===== config.mk =====
export PLATFORM = sky130hd
export DESIGN_NAME = ipp_ctrl
export DESIGN_NICKNAME = d
export VERILOG_FILES = /design/src/core/ipp_pkg.sv /design/src/core/ipp_ctrl.sv
export VERILOG_INCLUDE_DIRS = /design/src /design/src/core
export SDC_FILE = /design/constraint.sdc
export NUM_CORES = 1
export LEC_CHECK = 0
export BUFFER_PORTS_ARGS = -buffer_cell sky130_fd_sc_hd__buf_4
export CAP_MARGIN = 10
export CORE_MARGIN = 10
export CORE_UTILIZATION = 40
export DETAILED_ROUTE_END_ITERATION = 6
export GPL_TIMING_DRIVEN = 0
export PLACE_DENSITY = 0.56
export SYNTH_ARGS = -nofsm -noshare
export SYNTH_HDL_FRONTEND = slang
export SYNTH_SLANG_ARGS = --single-unit
export TNS_END_PERCENT = 20

===== constraint.sdc =====
create_clock -name clk_i -period 12.45 [get_ports clk_i]
set_clock_uncertainty 0.1 [all_clocks]
set_input_delay 0 -clock clk_i [delete_from_list [all_inputs] [get_ports clk_i]]
set_output_delay 0 -clock clk_i [all_outputs]
set_load 0.01 [all_outputs]

===== src/core/ipp_cfg.svh =====
// constants for the interrupt priority and pending controller
`ifndef IPP_CFG_SVH
`define IPP_CFG_SVH
// -------------------------------------------------------------------------
// register byte offsets (word aligned)
// -------------------------------------------------------------------------
`define IPP_OFF_SET_EN 8'h00
`define IPP_OFF_CLR_EN 8'h04
`define IPP_OFF_SET_PEND 8'h08
`define IPP_OFF_CLR_PEND 8'h0c
`define IPP_OFF_CTRL_STATE 8'h10
`define IPP_OFF_MASK 8'h14
`define IPP_OFF_PRIO_BASE 8'h20
`define IPP_PRIO_REGS 5
// -------------------------------------------------------------------------
// field positions
// -------------------------------------------------------------------------
`define IPP_ACTIVE_LSB 0
`define IPP_PEND_NUM_LSB 12
`define IPP_ANY_PEND_BIT 22
`define IPP_MASK_BIT 0
`define IPP_NUM_LINES 20
`define IPP_IRQ_BASE 9'h010
`define IPP_EXC_RESET 9'h001
`define IPP_EXC_NMI 9'h002
`define IPP_EXC_HARD 9'h003
`define IPP_NEST_DEPTH 4
`define IPP_PRIO_RESET 2'h0
`define IPP_LVL_NONE 3'h7
`endif


===== src/core/ipp_pkg.sv =====
// types for the interrupt priority and pending controller
package ipp_pkg;
  // exception number and effective priority level (0..2 fixed, 3..6 config)
  typedef struct packed {
    logic [8:0] num;
    logic [2:0] lvl;
  } ipp_exc_type;
  // handshake from the core
  typedef struct packed {
    logic take;
    logic done;
  } ipp_core_type;
  typedef enum logic [2:0] {
    IPP_IDLE = 3'b001,
    IPP_ACK = 3'b010,
    IPP_REL = 3'b100
  } ipp_bus_state_type;
endpackage


===== src/core/ipp_ctrl.sv =====
// interrupt priority and pending controller with wishbone registers
//
// The Wishbone interface to the registers and the placing of the registers were chosen for this implementation.
`timescale 1ns/10ps
`default_nettype none
`include "ipp_cfg.svh"

// Overview of operation
// - reset, nmi, hard fault have fixed top priority
// - others use levels 0..3, lower wins
// - preempt only strictly higher, then resume interrupted
// - up to four nested active exceptions
// - equal priority: smallest exception number first
// - priority word holds four 2-bit fields
// - disabled lines do not pend from requests; software-pended ones are processed
// - set-enable writes ones, reads enable state
// - clear-enable writes ones, reads enable state
// - enable registers only touch lines 0..19
// - mask bit blocks configurable exceptions, keeps pending
// - track inactive, pending, active, active and pending
// - bits 8:0 show executing exception, zero idle
// - bits 20:12 show top pending exception
// - bit 22 shows any line pending
// - request pends; handler start makes it active
// - set-pending writes ones, reads pending state
// - clear-pending writes ones, reads pending state
// - repeated set pends only once
// - pending writable always; a pended disabled line is still arbitrated
// - pending registers only touch lines 0..19
// - line n reports as exception n plus 16
module ipp_ctrl #(
  parameter int NLINES = `IPP_NUM_LINES
) (
  input wire logic clk_i,
  input wire logic rst_i,
  input wire logic cyc_i,
  input wire logic stb_i,
  input wire logic we_i,
  input wire logic [7:0] adr_i,
  input wire logic [3:0] sel_i,
  input wire logic [31:0] dat_i,
  output logic [31:0] dat_o,
  output logic ack_o,
  input wire logic [NLINES-1:0] irq_i,
  input wire logic reset_exc_i,
  input wire logic nmi_i,
  input wire logic hard_fault_i,
  input wire ipp_pkg::ipp_core_type core_i,
  output logic exc_req_o,
  output logic [8:0] exc_num_o,
  output logic [8:0] active_exc_number_o,
  output logic [2:0] nest_depth_o
);
  import ipp_pkg::*;

  // -----------------------------------------------------------------------
  // state
  // -----------------------------------------------------------------------
  logic [NLINES-1:0] enable_q;
  logic [NLINES-1:0] pend_q;
  logic [NLINES-1:0] act_q;
  logic [1:0] prio_q [NLINES];
  logic mask_bit_q;
  logic [2:0] sys_pend_q;
  logic [2:0] sys_act_q;
  logic [NLINES-1:0] irq_s1_q;
  logic [NLINES-1:0] irq_s2_q;
  ipp_exc_type stack_q [`IPP_NEST_DEPTH];
  logic [2:0] depth_q;
  ipp_bus_state_type bus_q;
  ipp_exc_type top_d;
  ipp_exc_type cur;
  logic wr_en;
  logic rd_en;
  logic [31:0] rd_d;
  logic [31:0] wmask;
  logic take_ok;
  logic serve_ok;
  logic [NLINES-1:0] pend_clr;
  logic [NLINES-1:0] pend_set;

  // byte lane mask from sel
  function automatic logic [31:0] lane_mask(input logic [3:0] sel);
    lane_mask = {{8{sel[3]}}, {8{sel[2]}}, {8{sel[1]}}, {8{sel[0]}}};
  endfunction

  // is the address one of the word-aligned priority words
  function automatic logic is_prio(input logic [7:0] a);
    is_prio = (a >= `IPP_OFF_PRIO_BASE) &&
              (a < `IPP_OFF_PRIO_BASE + 8'(4 * `IPP_PRIO_REGS)) &&
              (a[1:0] == 2'h0);
  endfunction

  assign wmask = lane_mask(sel_i) & dat_i;
  assign wr_en = (bus_q == IPP_IDLE) && cyc_i && stb_i && we_i;
  assign rd_en = (bus_q == IPP_IDLE) && cyc_i && stb_i && !we_i;

  // -----------------------------------------------------------------------
  // wishbone slave: one wait state, ack one cycle, then release
  // -----------------------------------------------------------------------
  always_ff @(posedge clk_i) begin
    if (rst_i) begin
      bus_q <= IPP_IDLE;
      ack_o <= 1'b0;
    end else begin
      case (bus_q)
        IPP_IDLE: begin
          if (cyc_i && stb_i) begin
            bus_q <= IPP_ACK;
            ack_o <= 1'b1;
          end
        end
        IPP_ACK: begin
          bus_q <= IPP_REL;
          ack_o <= 1'b0;
        end
        IPP_REL: begin
          // wait for the master to drop the strobe
          if (!(cyc_i && stb_i)) begin
            bus_q <= IPP_IDLE;
          end
        end
        default: begin
          bus_q <= IPP_IDLE;
          ack_o <= 1'b0;
        end
      endcase
    end
  end

  // -----------------------------------------------------------------------
  // input synchronisers for peripheral lines
  // -----------------------------------------------------------------------
  always_ff @(posedge clk_i) begin
    if (rst_i) begin
      irq_s1_q <= '0;
      irq_s2_q <= '0;
    end else begin
      irq_s1_q <= irq_i;
      irq_s2_q <= irq_s1_q;
    end
  end

  // -----------------------------------------------------------------------
  // enable bits; unused upper bits never stored
  // -----------------------------------------------------------------------
  always_ff @(posedge clk_i) begin
    if (rst_i) begin
      enable_q <= '0;
    end else if (wr_en && adr_i == `IPP_OFF_SET_EN) begin
      enable_q <= enable_q | wmask[NLINES-1:0];
    end else if (wr_en && adr_i == `IPP_OFF_CLR_EN) begin
      enable_q <= enable_q & ~wmask[NLINES-1:0];
    end
  end

  // global mask bit
  always_ff @(posedge clk_i) begin
    if (rst_i) begin
      mask_bit_q <= 1'b0;
    end else if (wr_en && adr_i == `IPP_OFF_MASK && sel_i[0]) begin
      mask_bit_q <= dat_i[`IPP_MASK_BIT];
    end
  end

  // priority fields at bits 7:6, 15:14, 23:22, 31:30 of each word
  for (genvar g = 0; g < NLINES; g++) begin : g_prio
    localparam int W = g / 4;
    localparam int S = g % 4;
    always_ff @(posedge clk_i) begin
      if (rst_i) begin
        prio_q[g] <= `IPP_PRIO_RESET;
      end else if (wr_en && adr_i == `IPP_OFF_PRIO_BASE + 8'(4 * W) &&
                   sel_i[S]) begin
        prio_q[g] <= dat_i[8*S+6 +: 2];
      end
    end
  end

  // -----------------------------------------------------------------------
  // pending bits: hardware set wins over software clear
  // -----------------------------------------------------------------------
  always_comb begin
    pend_clr = '0;
    pend_set = '0;
    if (wr_en && adr_i == `IPP_OFF_CLR_PEND) begin
      pend_clr = wmask[NLINES-1:0];
    end
    if (wr_en && adr_i == `IPP_OFF_SET_PEND) begin
      pend_set = wmask[NLINES-1:0];
    end
    // handler start moves the line to active
    if (take_ok && top_d.num >= `IPP_IRQ_BASE) begin
      pend_clr[5'(top_d.num - `IPP_IRQ_BASE)] = 1'b1;
    end
    // a request on a disabled line does not pend
    pend_set = pend_set | (irq_s2_q & enable_q);
  end

  // set is applied after clear so a request in the same cycle survives
  always_ff @(posedge clk_i) begin
    if (rst_i) begin
      pend_q <= '0;
    end else begin
      pend_q <= (pend_q & ~pend_clr) | pend_set;
    end
  end

  // system exceptions: pend on request, no software access
  always_ff @(posedge clk_i) begin
    if (rst_i) begin
      sys_pend_q <= '0;
    end else begin
      for (int i = 0; i < 3; i++) begin
        if (take_ok && top_d.num == 9'(i + 1)) begin
          sys_pend_q[i] <= 1'b0;
        end
      end
      if (reset_exc_i) sys_pend_q[0] <= 1'b1;
      if (nmi_i) sys_pend_q[1] <= 1'b1;
      if (hard_fault_i) sys_pend_q[2] <= 1'b1;
    end
  end

  // -----------------------------------------------------------------------
  // arbitration: fixed levels 0..2, configurable levels 3..6
  // -----------------------------------------------------------------------
  always_comb begin
    top_d.num = 9'h000;
    top_d.lvl = `IPP_LVL_NONE;
    // lower number scanned first wins ties by strict compare
    for (int i = 0; i < 3; i++) begin
      if (sys_pend_q[i] && 3'(i) < top_d.lvl) begin
        top_d.num = 9'(i + 1);
        top_d.lvl = 3'(i);
      end
    end
    for (int i = 0; i < NLINES; i++) begin
      if (pend_q[i] &&
          (3'(prio_q[i]) + 3'h3) < top_d.lvl) begin
        top_d.num = `IPP_IRQ_BASE + 9'(i);
        top_d.lvl = 3'(prio_q[i]) + 3'h3;
      end
    end
  end

  // running handler's level; none when in thread mode
  always_comb begin
    cur.num = 9'h000;
    cur.lvl = `IPP_LVL_NONE;
    if (depth_q != 3'h0) cur = stack_q[2'(depth_q - 3'h1)];
  end

  // the mask holds back configurable lines only; they stay pending and
  // visible in the status word so software can see what is waiting
  assign serve_ok = !(mask_bit_q && top_d.num >= `IPP_IRQ_BASE);

  // preempt only when strictly higher and nesting has room
  assign take_ok = core_i.take && exc_req_o && serve_ok &&
                   top_d.lvl < cur.lvl &&
                   depth_q < 3'(`IPP_NEST_DEPTH);

  // -----------------------------------------------------------------------
  // active nesting stack; return pops back to the interrupted handler
  // -----------------------------------------------------------------------
  always_ff @(posedge clk_i) begin
    if (rst_i) begin
      depth_q <= 3'h0;
      act_q <= '0;
      sys_act_q <= '0;
      for (int i = 0; i < `IPP_NEST_DEPTH; i++) begin
        stack_q[i] <= '{num: 9'h000, lvl: `IPP_LVL_NONE};
      end
    end else if (take_ok) begin
      stack_q[2'(depth_q)] <= top_d;
      depth_q <= depth_q + 3'h1;
      if (top_d.num >= `IPP_IRQ_BASE) begin
        act_q[5'(top_d.num - `IPP_IRQ_BASE)] <= 1'b1;
      end else begin
        sys_act_q[2'(top_d.num - 9'h001)] <= 1'b1;
      end
    end else if (core_i.done && depth_q != 3'h0) begin
      depth_q <= depth_q - 3'h1;
      if (cur.num >= `IPP_IRQ_BASE) begin
        act_q[5'(cur.num - `IPP_IRQ_BASE)] <= 1'b0;
      end else begin
        sys_act_q[2'(cur.num - 9'h001)] <= 1'b0;
      end
    end
  end

  // -----------------------------------------------------------------------
  // core-facing outputs, all registered
  // -----------------------------------------------------------------------
  always_ff @(posedge clk_i) begin
    if (rst_i) begin
      exc_req_o <= 1'b0;
      exc_num_o <= 9'h000;
      active_exc_number_o <= 9'h000;
      nest_depth_o <= 3'h0;
    end else begin
      exc_req_o <= (top_d.lvl < cur.lvl) && serve_ok &&
                   depth_q < 3'(`IPP_NEST_DEPTH) && !take_ok;
      exc_num_o <= top_d.num;
      active_exc_number_o <= take_ok ? top_d.num :
                             (core_i.done && depth_q != 3'h0) ?
                             ((depth_q > 3'h1) ?
                              stack_q[2'(depth_q - 3'h2)].num : 9'h000) :
                             cur.num;
      nest_depth_o <= depth_q;
    end
  end

  // -----------------------------------------------------------------------
  // read data
  // -----------------------------------------------------------------------
  always_comb begin
    rd_d = 32'h0000_0000;
    case (adr_i)
      `IPP_OFF_SET_EN, `IPP_OFF_CLR_EN: rd_d[NLINES-1:0] = enable_q;
      `IPP_OFF_SET_PEND, `IPP_OFF_CLR_PEND: rd_d[NLINES-1:0] = pend_q;
      `IPP_OFF_CTRL_STATE: begin
        rd_d[`IPP_ACTIVE_LSB +: 9] = cur.num;
        rd_d[`IPP_PEND_NUM_LSB +: 9] = top_d.num;
        rd_d[`IPP_ANY_PEND_BIT] = |pend_q;
      end
      `IPP_OFF_MASK: rd_d[`IPP_MASK_BIT] = mask_bit_q;
      default: begin
        if (is_prio(adr_i)) begin
          for (int i = 0; i < NLINES; i++) begin
            if (adr_i == `IPP_OFF_PRIO_BASE + 8'(4 * (i / 4))) begin
              rd_d[8*(i%4)+6 +: 2] = prio_q[i];
            end
          end
        end
      end
    endcase
  end

  always_ff @(posedge clk_i) begin
    if (rst_i) begin
      dat_o <= 32'h0000_0000;
    end else if (rd_en) begin
      dat_o <= rd_d;
    end
  end

  // -----------------------------------------------------------------------
  // checks
  // -----------------------------------------------------------------------
  a_nest_limit: assert property (@(posedge clk_i) disable iff (rst_i)
    depth_q <= 3'(`IPP_NEST_DEPTH)) else $error("nest too deep");
  a_mask_blocks: assert property (@(posedge clk_i) disable iff (rst_i)
    take_ok && mask_bit_q |-> top_d.num < `IPP_IRQ_BASE)
    else $error("masked irq taken");
  a_fixed_wins: assert property (@(posedge clk_i) disable iff (rst_i)
    sys_pend_q[1] |-> top_d.num == 9'h001 || top_d.num == 9'h002)
    else $error("nmi outranked");
  a_pend_stays: assert property (@(posedge clk_i) disable iff (rst_i)
    pend_q[0] && !take_ok && !(wr_en && adr_i == `IPP_OFF_CLR_PEND)
    |=> pend_q[0]) else $error("pending lost");
  a_set_enable: assert property (@(posedge clk_i) disable iff (rst_i)
    wr_en && adr_i == `IPP_OFF_SET_EN && sel_i[0] && dat_i[0]
    |=> enable_q[0]) else $error("enable not set");
  a_clr_enable: assert property (@(posedge clk_i) disable iff (rst_i)
    wr_en && adr_i == `IPP_OFF_CLR_EN && sel_i[0] && dat_i[0]
    |=> !enable_q[0]) else $error("enable not cleared");
  a_disabled_off: assert property (@(posedge clk_i) disable iff (rst_i)
    !enable_q[1] && !pend_q[1] && !wr_en |=> !pend_q[1])
    else $error("disabled line pended");
  a_preempt_hi: assert property (@(posedge clk_i) disable iff (rst_i)
    take_ok |-> top_d.lvl < cur.lvl ##1 depth_q == $past(depth_q) + 3'h1)
    else $error("bad preemption");
  a_active_mark: assert property (@(posedge clk_i) disable iff (rst_i)
    depth_q != 3'h0 && cur.num >= `IPP_IRQ_BASE |->
    act_q[5'(cur.num - `IPP_IRQ_BASE)]) else $error("active bit lost");
  a_sys_active: assert property (@(posedge clk_i) disable iff (rst_i)
    depth_q != 3'h0 && cur.num < `IPP_IRQ_BASE |->
    sys_act_q[2'(cur.num - 9'h001)]) else $error("system active lost");
  a_ack_pulse: assert property (@(posedge clk_i) disable iff (rst_i)
    ack_o |=> !ack_o) else $error("ack too long");
endmodule // ipp_ctrl
`default_nettype wire


Word-level counts from Yosys, hierarchy flattened --
Memory sizes are Yosys's and may differ from the RTL's. Index checks and enable logic that the tools add are counted.
Storage, ports and cells: bits in registers 138, bits in writable memories 88, bits of input ports 74, output and inout port bits 55, memories kept 2
Operators by class: add/sub/neg operators 24, magnitude comparators 30, equality and inequality tests 18, muxes and demuxes 171, bitwise operators 31, reductions and logical operators 93
Memories:
- stack_q | depth 4, width 12, read ports 2, clocked after memory_dff 0, write ports 4, RTL line ipp_ctrl.sv:68 | ipp_exc_type stack_q [`IPP_NEST_DEPTH];
- prio_q | depth 20, width 2, read ports 20, clocked after memory_dff 0, write ports 20, RTL line ipp_ctrl.sv:62 | logic [1:0] prio_q [NLINES];
Operator list (count):
- $mux 12 | 24
- $mux 20 | 5
- $mux 2 | 46
- $and 20x20->20 | 4
- $or 20x20->20 | 4
- $mux 1 | 76
- $logic_and 1x1->1 | 74
- $lt 3x3->1 | 21
- $add 2x2->3 const B | 20
- $eq 8x6->1 const B | 5
- $not 20->20 | 2
- $mux 9 | 3
- $or 1x1->1 | 20
- $reduce_or 20->1 | 1
- $eq 9x2->1 const B | 2
- $eq 8x4->1 const B | 2
- $eq 8x5->1 const B | 2
- $pmux 2 s4 | 2
- $pmux 5 s3 | 1
- $mux 3 | 4
- $pmux 4 s3 | 1
- $reduce_or 12->1 | 1
- $reduce_bool 2->1 | 5
- $eq 9x1->1 const B | 1
- other kinds (36) | 41

Depth between registers and ports, before layout --
Gate-level depths: netlist of run 1.
depth in word-level cells 78, gate-level depth with buffers 41

Worst setup path after synthesis of run 1 --
No wires, ideal clock.
kind reg-to-reg, start memory prio_q[0][0], end memory stack_q[3][0] (netlist bit) (enable), setup time 0.390 ns, data arrival time 8.403 ns, path slack 3.557 ns, cell stages (with the launch flop) 36, path buffers 2, period minus slack after synthesis 8.893 ns, path through edfxtp_1 inv_1 ha_1 a2111oi_4 o211ai_2 a21oi_4 o31ai_2 o211a_1 a211o_1 a221o_1 a41oi_2 o211ai_2 and3_4 or2_1 or2_1 o21a_1 o41a_1 a211oi_1 o32a_1 nand2_2 o21a_1 buf_4 mux2_2 ha_1 nand2_1 nand3_1 nand2b_1 o21a_2 clkbuf_1 a21oi_1 ha_1 nand2_1 nand3_1 o31a_1 or2_2 o31ai_1
RTL lines (RTL line):
- from (decl) | ipp_ctrl.sv:62
- to (decl) | ipp_ctrl.sv:68

==> results of run 1 <==
[cell usage after synthesis (7+ instances only)]
master	n	area share (%)
a211oi_1	9	0.53
a21o_1	8	0.47
a21oi_1	63	2.5
a221oi_1	10	0.68
a22oi_1	14	0.82
a311oi_1	34	2.3
a31oi_1	35	1.7
a32o_1	8	0.63
a32oi_1	14	0.96
and2_1	18	0.88
and3_1	16	0.78
buf_4	15	0.88
clkbuf_1	68	2.0
dfxtp_1	131	21
edfxtp_1	76	18
ha_1	29	2.8
inv_1	78	2.3
mux2_2	10	0.88
mux2i_1	14	1.1
mux4_2	19	3.3
nand2_1	163	4.8
nand2b_1	14	0.68
nand3_1	56	2.2
nand4_1	10	0.49
nor2_1	160	4.7
nor2b_1	55	2.7
nor3_1	47	1.8
nor4_1	13	0.64
o211a_1	12	0.94
o211ai_1	12	0.70
o21a_1	21	1.2
o21ai_0	61	2.4
o221ai_1	13	0.89
o22ai_1	9	0.44
o31ai_1	9	0.53
or2_2	7	0.34
or3_1	13	0.64
[metal layers]
layer	track usage [%]	vias up	wire length, um
li1	-	5922	-
met1	30.5	5960	20400
met2	36.6	512	20900
met3	3.28	81	3170
met4	6.67	0	1270
met5	0	-	0
[how the worst max path moves through the flow]
stage                                          start                          end  slack [ns]
final                     prio_q[0][4]$_SDFFCE_PN0P_  stack_q[1][3]$_SDFFCE_PN0P_        1.65
after global routing      prio_q[0][4]$_SDFFCE_PN0P_  stack_q[1][6]$_SDFFCE_PN0P_        0.94
after CTS                 prio_q[0][4]$_SDFFCE_PN0P_  stack_q[1][1]$_SDFFCE_PN1P_        1.87
after detailed placement  prio_q[0][4]$_SDFFCE_PN0P_  stack_q[1][3]$_SDFFCE_PN0P_        1.93
after global placement    prio_q[0][4]$_SDFFCE_PN0P_      stack_q[3][4]$_DFFE_PP_        1.40
after floorplan           prio_q[0][0]$_SDFFCE_PN0P_      stack_q[3][0]$_DFFE_PP_        3.56
[cell families after synthesis]
kind of cell,Yosys count
XOR/XNOR,1
multiplexers,44
other,1
AO/OA/AOI/OAI,420
AND/OR/NAND/NOR,604
buffers and inverters,174
adder cells (fa/ha/maj),34
flip-flops,207
[registers in the layout (all words and copies together), names as in the netlist, named ones only]
name                 count
ack_o                    1
prio_q                  40
bus_q                    3
dat_o                   24
exc_req_o                1
exc_num_o                6
irq_s1_q                20
stack_q                 36
sys_pend_q               3
depth_q                  3
active_exc_number_o      6
nest_depth_o             3
pend_q                  20
irq_s2_q                20
mask_bit_q               1
[worst max-delay path: cells and delay by family (launching register included)]
kind | cells | cell delay [ns]
compound gates | 15 | 4.95
fa+ha+maj | 3 | 0.92
buf+inv | 6 | 1.35
flops | 1 | 0.32
mux | 1 | 0.37
simple gates | 12 | 2.43
[cell type report]
cell class              instances  area (sq um)  area share (%)
multi-input cells            1117          7190            46.4
flip-flops and latches        207          4900            31.7
repair buffers                165          1380            8.90
clock buffers                  32           682            4.40
well taps                     402           503            3.25
plain buffers                  96           452            2.92
inverters                      78           293            1.89
clock inverters                 7          86.3           0.557
[through the flow]
step           hold slack, ns  cells  utilization (%)
2_1_floorplan          0.0101   1498                -
3_3_place_gp            0.112   2004             44.8
3_5_place_dp            0.114   2008             44.9
4_1_cts               0.00175   2104             49.1
5_1_grt                0.0663   2104             49.1
6_report               0.0102   2104             49.1
[report_power, final]
part,switching [mW],internal (mW)
clock,0.275,0.421
sequential,0.0206,0.735
combinational,0.278,0.174
==> impl_metrics.csv, run 1 <==
group,metric,value,unit
critical_path,critPathKind,"flop to flop",
global_routing,grt-ovfl-total,0,
yosys,async_reset_ff_share,0,%
yosys,synth_compound_area_share,24.4,%
yosys,ys.flop_type,"dfxtp_1",
floorplanning,initial_utilization,40.5,%
yosys,ys_ff_latch,207,
routing,drc_errors,0,
global_routing,grt_antenna_before_repair,0,
critical_path,arrival,10.84,ns
place,numPortBuffers,104,
clock_tree,clock_sinks,207,
min_path,hold_depth,6,
yosys,synth_top_family_by_area,"compound AO/OA/AOI/OAI gates",
final_layout,nNetsFinal,1790,
yosys,synth-edff-count,76,
critical_path,slowest_stage,"o21ai_1",
clock_tree,cts_max_path_buffers,3,
clock_tree,clock_latency,0.52,ns
yosys,yosys_warnings,0,
final_layout,drive_gt1_share,13.6,%
global_routing,grt_pass1_wl,69900,um
sta,setup_viol,0,
min_path,hold_end,"dat_o[7]$_SDFFE_PP0P_",
sta,fin_setup_tns,0,ns
final_layout,design_area,0.0155,sq mm
sta,rsz0062_at_grt,"false",
final_layout,mostFrequentLayoutCell,"nand2_1",
floorplanning,pin_count,129,
sta,slew_headroom,28.2,%
sta,setup_ws,1.65,ns
sta,fmax,92.6,MHz
critical_path,reg2regPathDepth,37,
power_and_ir_drop,ir_drop,0.0884,mV
routing,first_iter_violations,1325,
power_and_ir_drop,leakagePower,5.87,nW
yosys,synth_cells,1485,
final_layout,area_growth_syn_to_layout,21.1,%
run_status,status,"finished clean",
routing,dr.pass1.iters,6,
critical_path,reg2reg_slack,1.65,ns
routing,wire_per_inst,21.8,um
place,placed_area,0.0142,sq mm
critical_path,r2r_end,"stack_q[1][3]$_SDFFCE_PN0P_",
place,hpwl,35800,um
critical_path,critPathMaxStageDelay,0.86,ns
critical_path,end_kind,"flop",
critical_path,critPathRequiredTime,12.48,ns
final_layout,layout_common_cells,"nand2_1 (163), nor2_1 (160), dfxtp_1 (131), buf_4 (122), inv_1 (78)",
sta,finalCriticalPeriod,10.80,ns
yosys,syn_area,0.0128,sq mm
place,place_ws,1.93,ns
critical_path,startpoint_type,"flop",
min_path,min_path_type,"input port to flop",
clock_tree,cts-htree-levels,1,
power_and_ir_drop,powerDensity,123,mW/mm^2
clock_tree,clock_tree.root_cell,"clkbuf_16",
global_routing,track_usage,22.6,%
yosys,synth_cell_types,97,
critical_path,r2r_start,"prio_q[0][4]$_SDFFCE_PN0P_",
routing,antenna_left,0,
place,place_congestion,1.02,
min_path,hp-start,"adr_i[6]",
yosys,synth_simple_gate_area_share,22.7,%
flow_run,maxCapViolations,0,
global_routing,first_global_vias,12000,
yosys,synthAdderAreaFrac,3.24,%
clock_tree,ctsHoldBuffers,57,
yosys,ys_seq_area_share,38.3,%
global_routing,grt_max_degree,15,
power_and_ir_drop,fin_total_pwr,1.90,mW
yosys,yosys-mux-area-fraction,5.44,%
floorplanning,chipWidth,199,um
floorplanning,num_rows,65,
sta,finalCritPeriodShare,86.8,%
sta,maxSlewViolCount,0,
clock_tree,ctsResizeCount,0,
final_layout,antenna_cells,0,
routing,num_vias,12500,
final_layout,fillers,3025,
clock_tree,cts_made_buffers,22,
routing,vias_per_cell,5.93,
routing,wirelength,45800,um
floorplanning,core_area,0.0316,sq mm
critical_path,cp_max_fo,10,
floorplanning,die_h,199,um
floorplanning,die-area,0.0395,sq mm
clock_tree,post-cts-setup-buffers,0,
yosys,synth_xor_area_share,0.0685,%
clock_tree,path_clk_slew,0.06,ns
sta,hold_violations,0,
clock_tree,tritoncts,"built",
yosys,postSynthAreaPerCell,8.61,sq um
sta,tightest_slew,1.07,ns
(Power assumes the default switching activity.)
==> run 2: changes to the inputs <==
--- a/config.mk
+++ b/config.mk
@@ -6,6 +6,7 @@
 export SDC_FILE = /design/constraint.sdc
 export NUM_CORES = 1
 export LEC_CHECK = 0
+export ABC_AREA = 1
 export BUFFER_PORTS_ARGS = -buffer_cell sky130_fd_sc_hd__buf_4
 export CAP_MARGIN = 10
 export CORE_MARGIN = 10
@@ -13,6 +14,7 @@
 export DETAILED_ROUTE_END_ITERATION = 6
 export GPL_TIMING_DRIVEN = 0
 export PLACE_DENSITY = 0.56
+export RECOVER_POWER = 100
 export SYNTH_ARGS = -nofsm -noshare
 export SYNTH_HDL_FRONTEND = slang
 export SYNTH_SLANG_ARGS = --single-unit
==> run 2 against run 1 <==
Compared with the run above: the run now ends with negative setup slack left; final cell count up 15%; synthesized cell count is 15% higher; count of clock-buffer cells in the layout decreased by 1; total power grew 11%; via count decreased by 0.40%; highest routed layer unchanged.
==> impl_metrics.csv, run 2 <==
group,metric,value,unit
global_routing,first_global_vias,11800,
routing,drc_errors,0,
clock_tree,tritoncts,"built",
critical_path,critPathMaxStageDelay,0.37,ns
global_routing,gr-max-usage-layer,"met2",
sta,whs,0.0140,ns
yosys,synth.area.top_cells,"dfxtp_1 (22%), edfxtp_1 (19%), nand2_1 (12%)",
routing,wirelength,44300,um
yosys,postSynthAreaPerCell,7.01,sq um
global_routing,met2_usage,36.0,%
final_layout,mostFrequentLayoutCell,"nand2_1",
power_and_ir_drop,pwr-share-clk,34.2,%
floorplanning,pin_count,129,
critical_path,crit_buf_inv,8,
routing,num_vias,12400,
min_path,min_path_type,"input port to flop",
sta,finalCriticalPeriod,12.97,ns
power_and_ir_drop,sw_frac_of_total,33.7,%
power_and_ir_drop,ir_drop,0.0949,mV
power_and_ir_drop,leakagePower,6.81,nW
clock_tree,clock_tree.root_cell,"clkbuf_16",
final_layout,largest_reg_flops,40,
final_layout,layout_common_cells,"nand2_1 (299), inv_1 (285), nor2_1 (217), buf_4 (147), dfxtp_1 (131)",
place,placed_area,0.0133,sq mm
clock_tree,cts-htree-levels,1,
global_routing,grt_antenna_before_repair,1,
power_and_ir_drop,p_seq_share,36.3,%
routing,antenna_left,0,
place,place_congestion,0.962,
yosys,yosys_warnings,0,
final_layout,nNetsFinal,2109,
floorplanning,die_h,193,um
global_routing,track_usage,22.0,%
floorplanning,chipWidth,193,um
critical_path,critPathRequiredTime,12.61,ns
yosys,synth_most_common_cell,"nand2_1",
critical_path,path_common_cell,"nand2_2",
final_layout,design_area,0.0160,sq mm
yosys,syn_area,0.0120,sq mm
critical_path,cp_top_family,"simple AND/OR/NAND/NOR gates",
floorplanning,initial_utilization,40.6,%
routing,first_iter_violations,1017,
final_layout,regMostFlops,"prio_q",
global_routing,grt_max_degree,14,
routing,wire_per_inst,18.3,um
yosys,netlist.area_leader.share,21.8,%
sta,hold_violations,0,
critical_path,cp_max_fo,8,
yosys,ys_ff_latch,207,
final_layout,fin_cells,2414,
floorplanning,num_rows,63,
sta,maxSlewViolCount,0,
run_status,status,"finished, violations left",
final_layout,fillers,2956,
run_status,violations,"negative setup slack",
routing,dr.pass1.iters,5,
yosys,yosysTopAreaCell,"dfxtp_1",
critical_path,arrival,13.13,ns
sta,finalCritPeriodShare,104,%
power_and_ir_drop,powerDensity,133,mW/mm^2
floorplanning,core_area,0.0296,sq mm
sta,tightest_slew,0.954,ns
power_and_ir_drop,fin_total_pwr,2.12,mW
place,place_ws,-2.28,ns
yosys,synth_cells,1715,
routing,vias_per_cell,5.15,
clock_tree,path_clk_slew,0.06,ns
yosys,ys_seq_area_share,40.8,%
global_routing,grt_use_met3,3.37,%
critical_path,end_kind,"flop",
final_layout,multi_input_area,0.00631,sq mm
final_layout,area_growth_syn_to_layout,32.8,%
critical_path,slowest_stage,"edfxtp_1",
clock_tree,clock_sinks,207,
clock_tree,cts_made_buffers,24,
global_routing,met1_usage,29.0,%
sta,rsz0062_at_grt,"true",
final_layout,drive_gt1_share,19.6,%
final_layout,seq_area,0.00490,sq mm
power_and_ir_drop,p_sw,0.715,mW
yosys,synth_cell_types,49,
power_and_ir_drop,p_int,1.40,mW
yosys,synth-edff-count,76,
floorplanning,die-area,0.0374,sq mm
critical_path,critPathKind,"flop to flop",
yosys,netlist_top_cells_count,"nand2_1 (377), inv_1 (293), nor2_1 (236)",
clock_tree,cts_max_path_buffers,3,
critical_path,startpoint_type,"flop",
yosys,ys.flop_type,"dfxtp_1",
flow_run,maxCapViolations,0,
place,numPortBuffers,103,
clock_tree,clock_latency,0.54,ns
global_routing,grt_pass1_wl,66300,um
place,hpwl,33100,um
power_and_ir_drop,power_frac_comb,29.6,%
sta,setup_ws,-0.523,ns
sta,fmax,77.1,MHz
yosys,async_reset_ff_share,0,%
place,dp.cells,2222,
final_layout,top_regs,"prio_q: 40 flops, stack_q: 36 flops, dat_o: 24 flops",
sta,setup_viol,105,
global_routing,grt-ovfl-total,0,
sta,slew_headroom,36.4,%
==> run 2: kinds of logic after synthesis <==
kind of cell,after synthesis,share of synthesized area (%)
AO/OA/AOI/OAI,297,14.5
XOR/XNOR,1,0.0728
adder cells (fa/ha/maj),29,3.02
buffers and inverters,376,12.2
flip-flops,207,40.8
other,1,0.0312
AND/OR/NAND/NOR,804,29.3
==> run 2: timing repair <==
item,CTS,global route
hold endpoints to repair,126,0
pin swaps,53,76
gates resized for setup,79,109
setup endpoints to repair,108,117
gates cloned,2,1
setup buffers,45,35
hold buffers,64,0
==> run 2: power by group through the flow <==
| stage | Sequential, mW | Clock, mW | Combinational, mW |
|---|---|---|---|
| after global placement | 0.783 | 0 | 0.503 |
| final | 0.768 | 0.724 | 0.627 |
| after detailed placement | 0.783 | 0 | 0.505 |
| after CTS | 0.768 | 0.731 | 0.575 |
| after global routing | 0.772 | 0.759 | 0.686 |
| after floorplan | 0.780 | 0 | 0.333 |
==> run 2: final cells by class <==
| type | count | share of cell area (%) |
|---|---|---|
| antenna | 1 | 0.0157 |
| buffer | 67 | 2.05 |
| clock buffer | 31 | 4.12 |
| clock inverter | 12 | 0.917 |
| inverter | 309 | 7.37 |
| multi-input combinational | 1147 | 39.5 |
| sequential | 207 | 30.7 |
| tap | 390 | 3.06 |
| timing repair buffer | 250 | 12.3 |
==> run 2: through the flow <==
| stage | utilization, % | setup TNS [ns] |
|---|---|---|
| 2_1_floorplan | - | 0 |
| 3_5_place_dp | 45.0 | -185.48 |
| 4_1_cts | 52.2 | -16.90 |
| 6_report | 53.9 | -42.56 |
| 5_1_grt | 53.9 | -167.36 |
| 3_3_place_gp | 45.0 | -172.07 |
==> run 2: per-layer routing <==
metal,part of all wire [%],wire length [um],up-vias
met5,0,0,-
met4,3.1,1380,0
met3,6.1,2680,85
met2,46,20600,395
met1,44,19600,5802
li1,-,-,6143
==> run 2: path summary, 6_finish.rpt <==
kind                                    from                           to  slack [ns]  depth (start not counted)
setup / recovery  prio_q[0][0]$_SDFFCE_PN0P_  stack_q[1][4]$_SDFFCE_PN0P_       -0.52                        128
hold / removal                      adr_i[3]        dat_o[9]$_SDFFE_PP0P_        0.01                          6
setup reg to reg  prio_q[0][0]$_SDFFCE_PN0P_  stack_q[1][4]$_SDFFCE_PN0P_       -0.52                        128
hold reg to reg       irq_s1_q[9]$_SDFF_PP0_       irq_s2_q[9]$_SDFF_PP0_        0.30                          2
==> run 2: worst min-delay path, delay by kind of cell <==
family          cells  cell delay [ns]
compound gates      2             0.28
buf+inv             2             0.17
simple gates        2             0.14
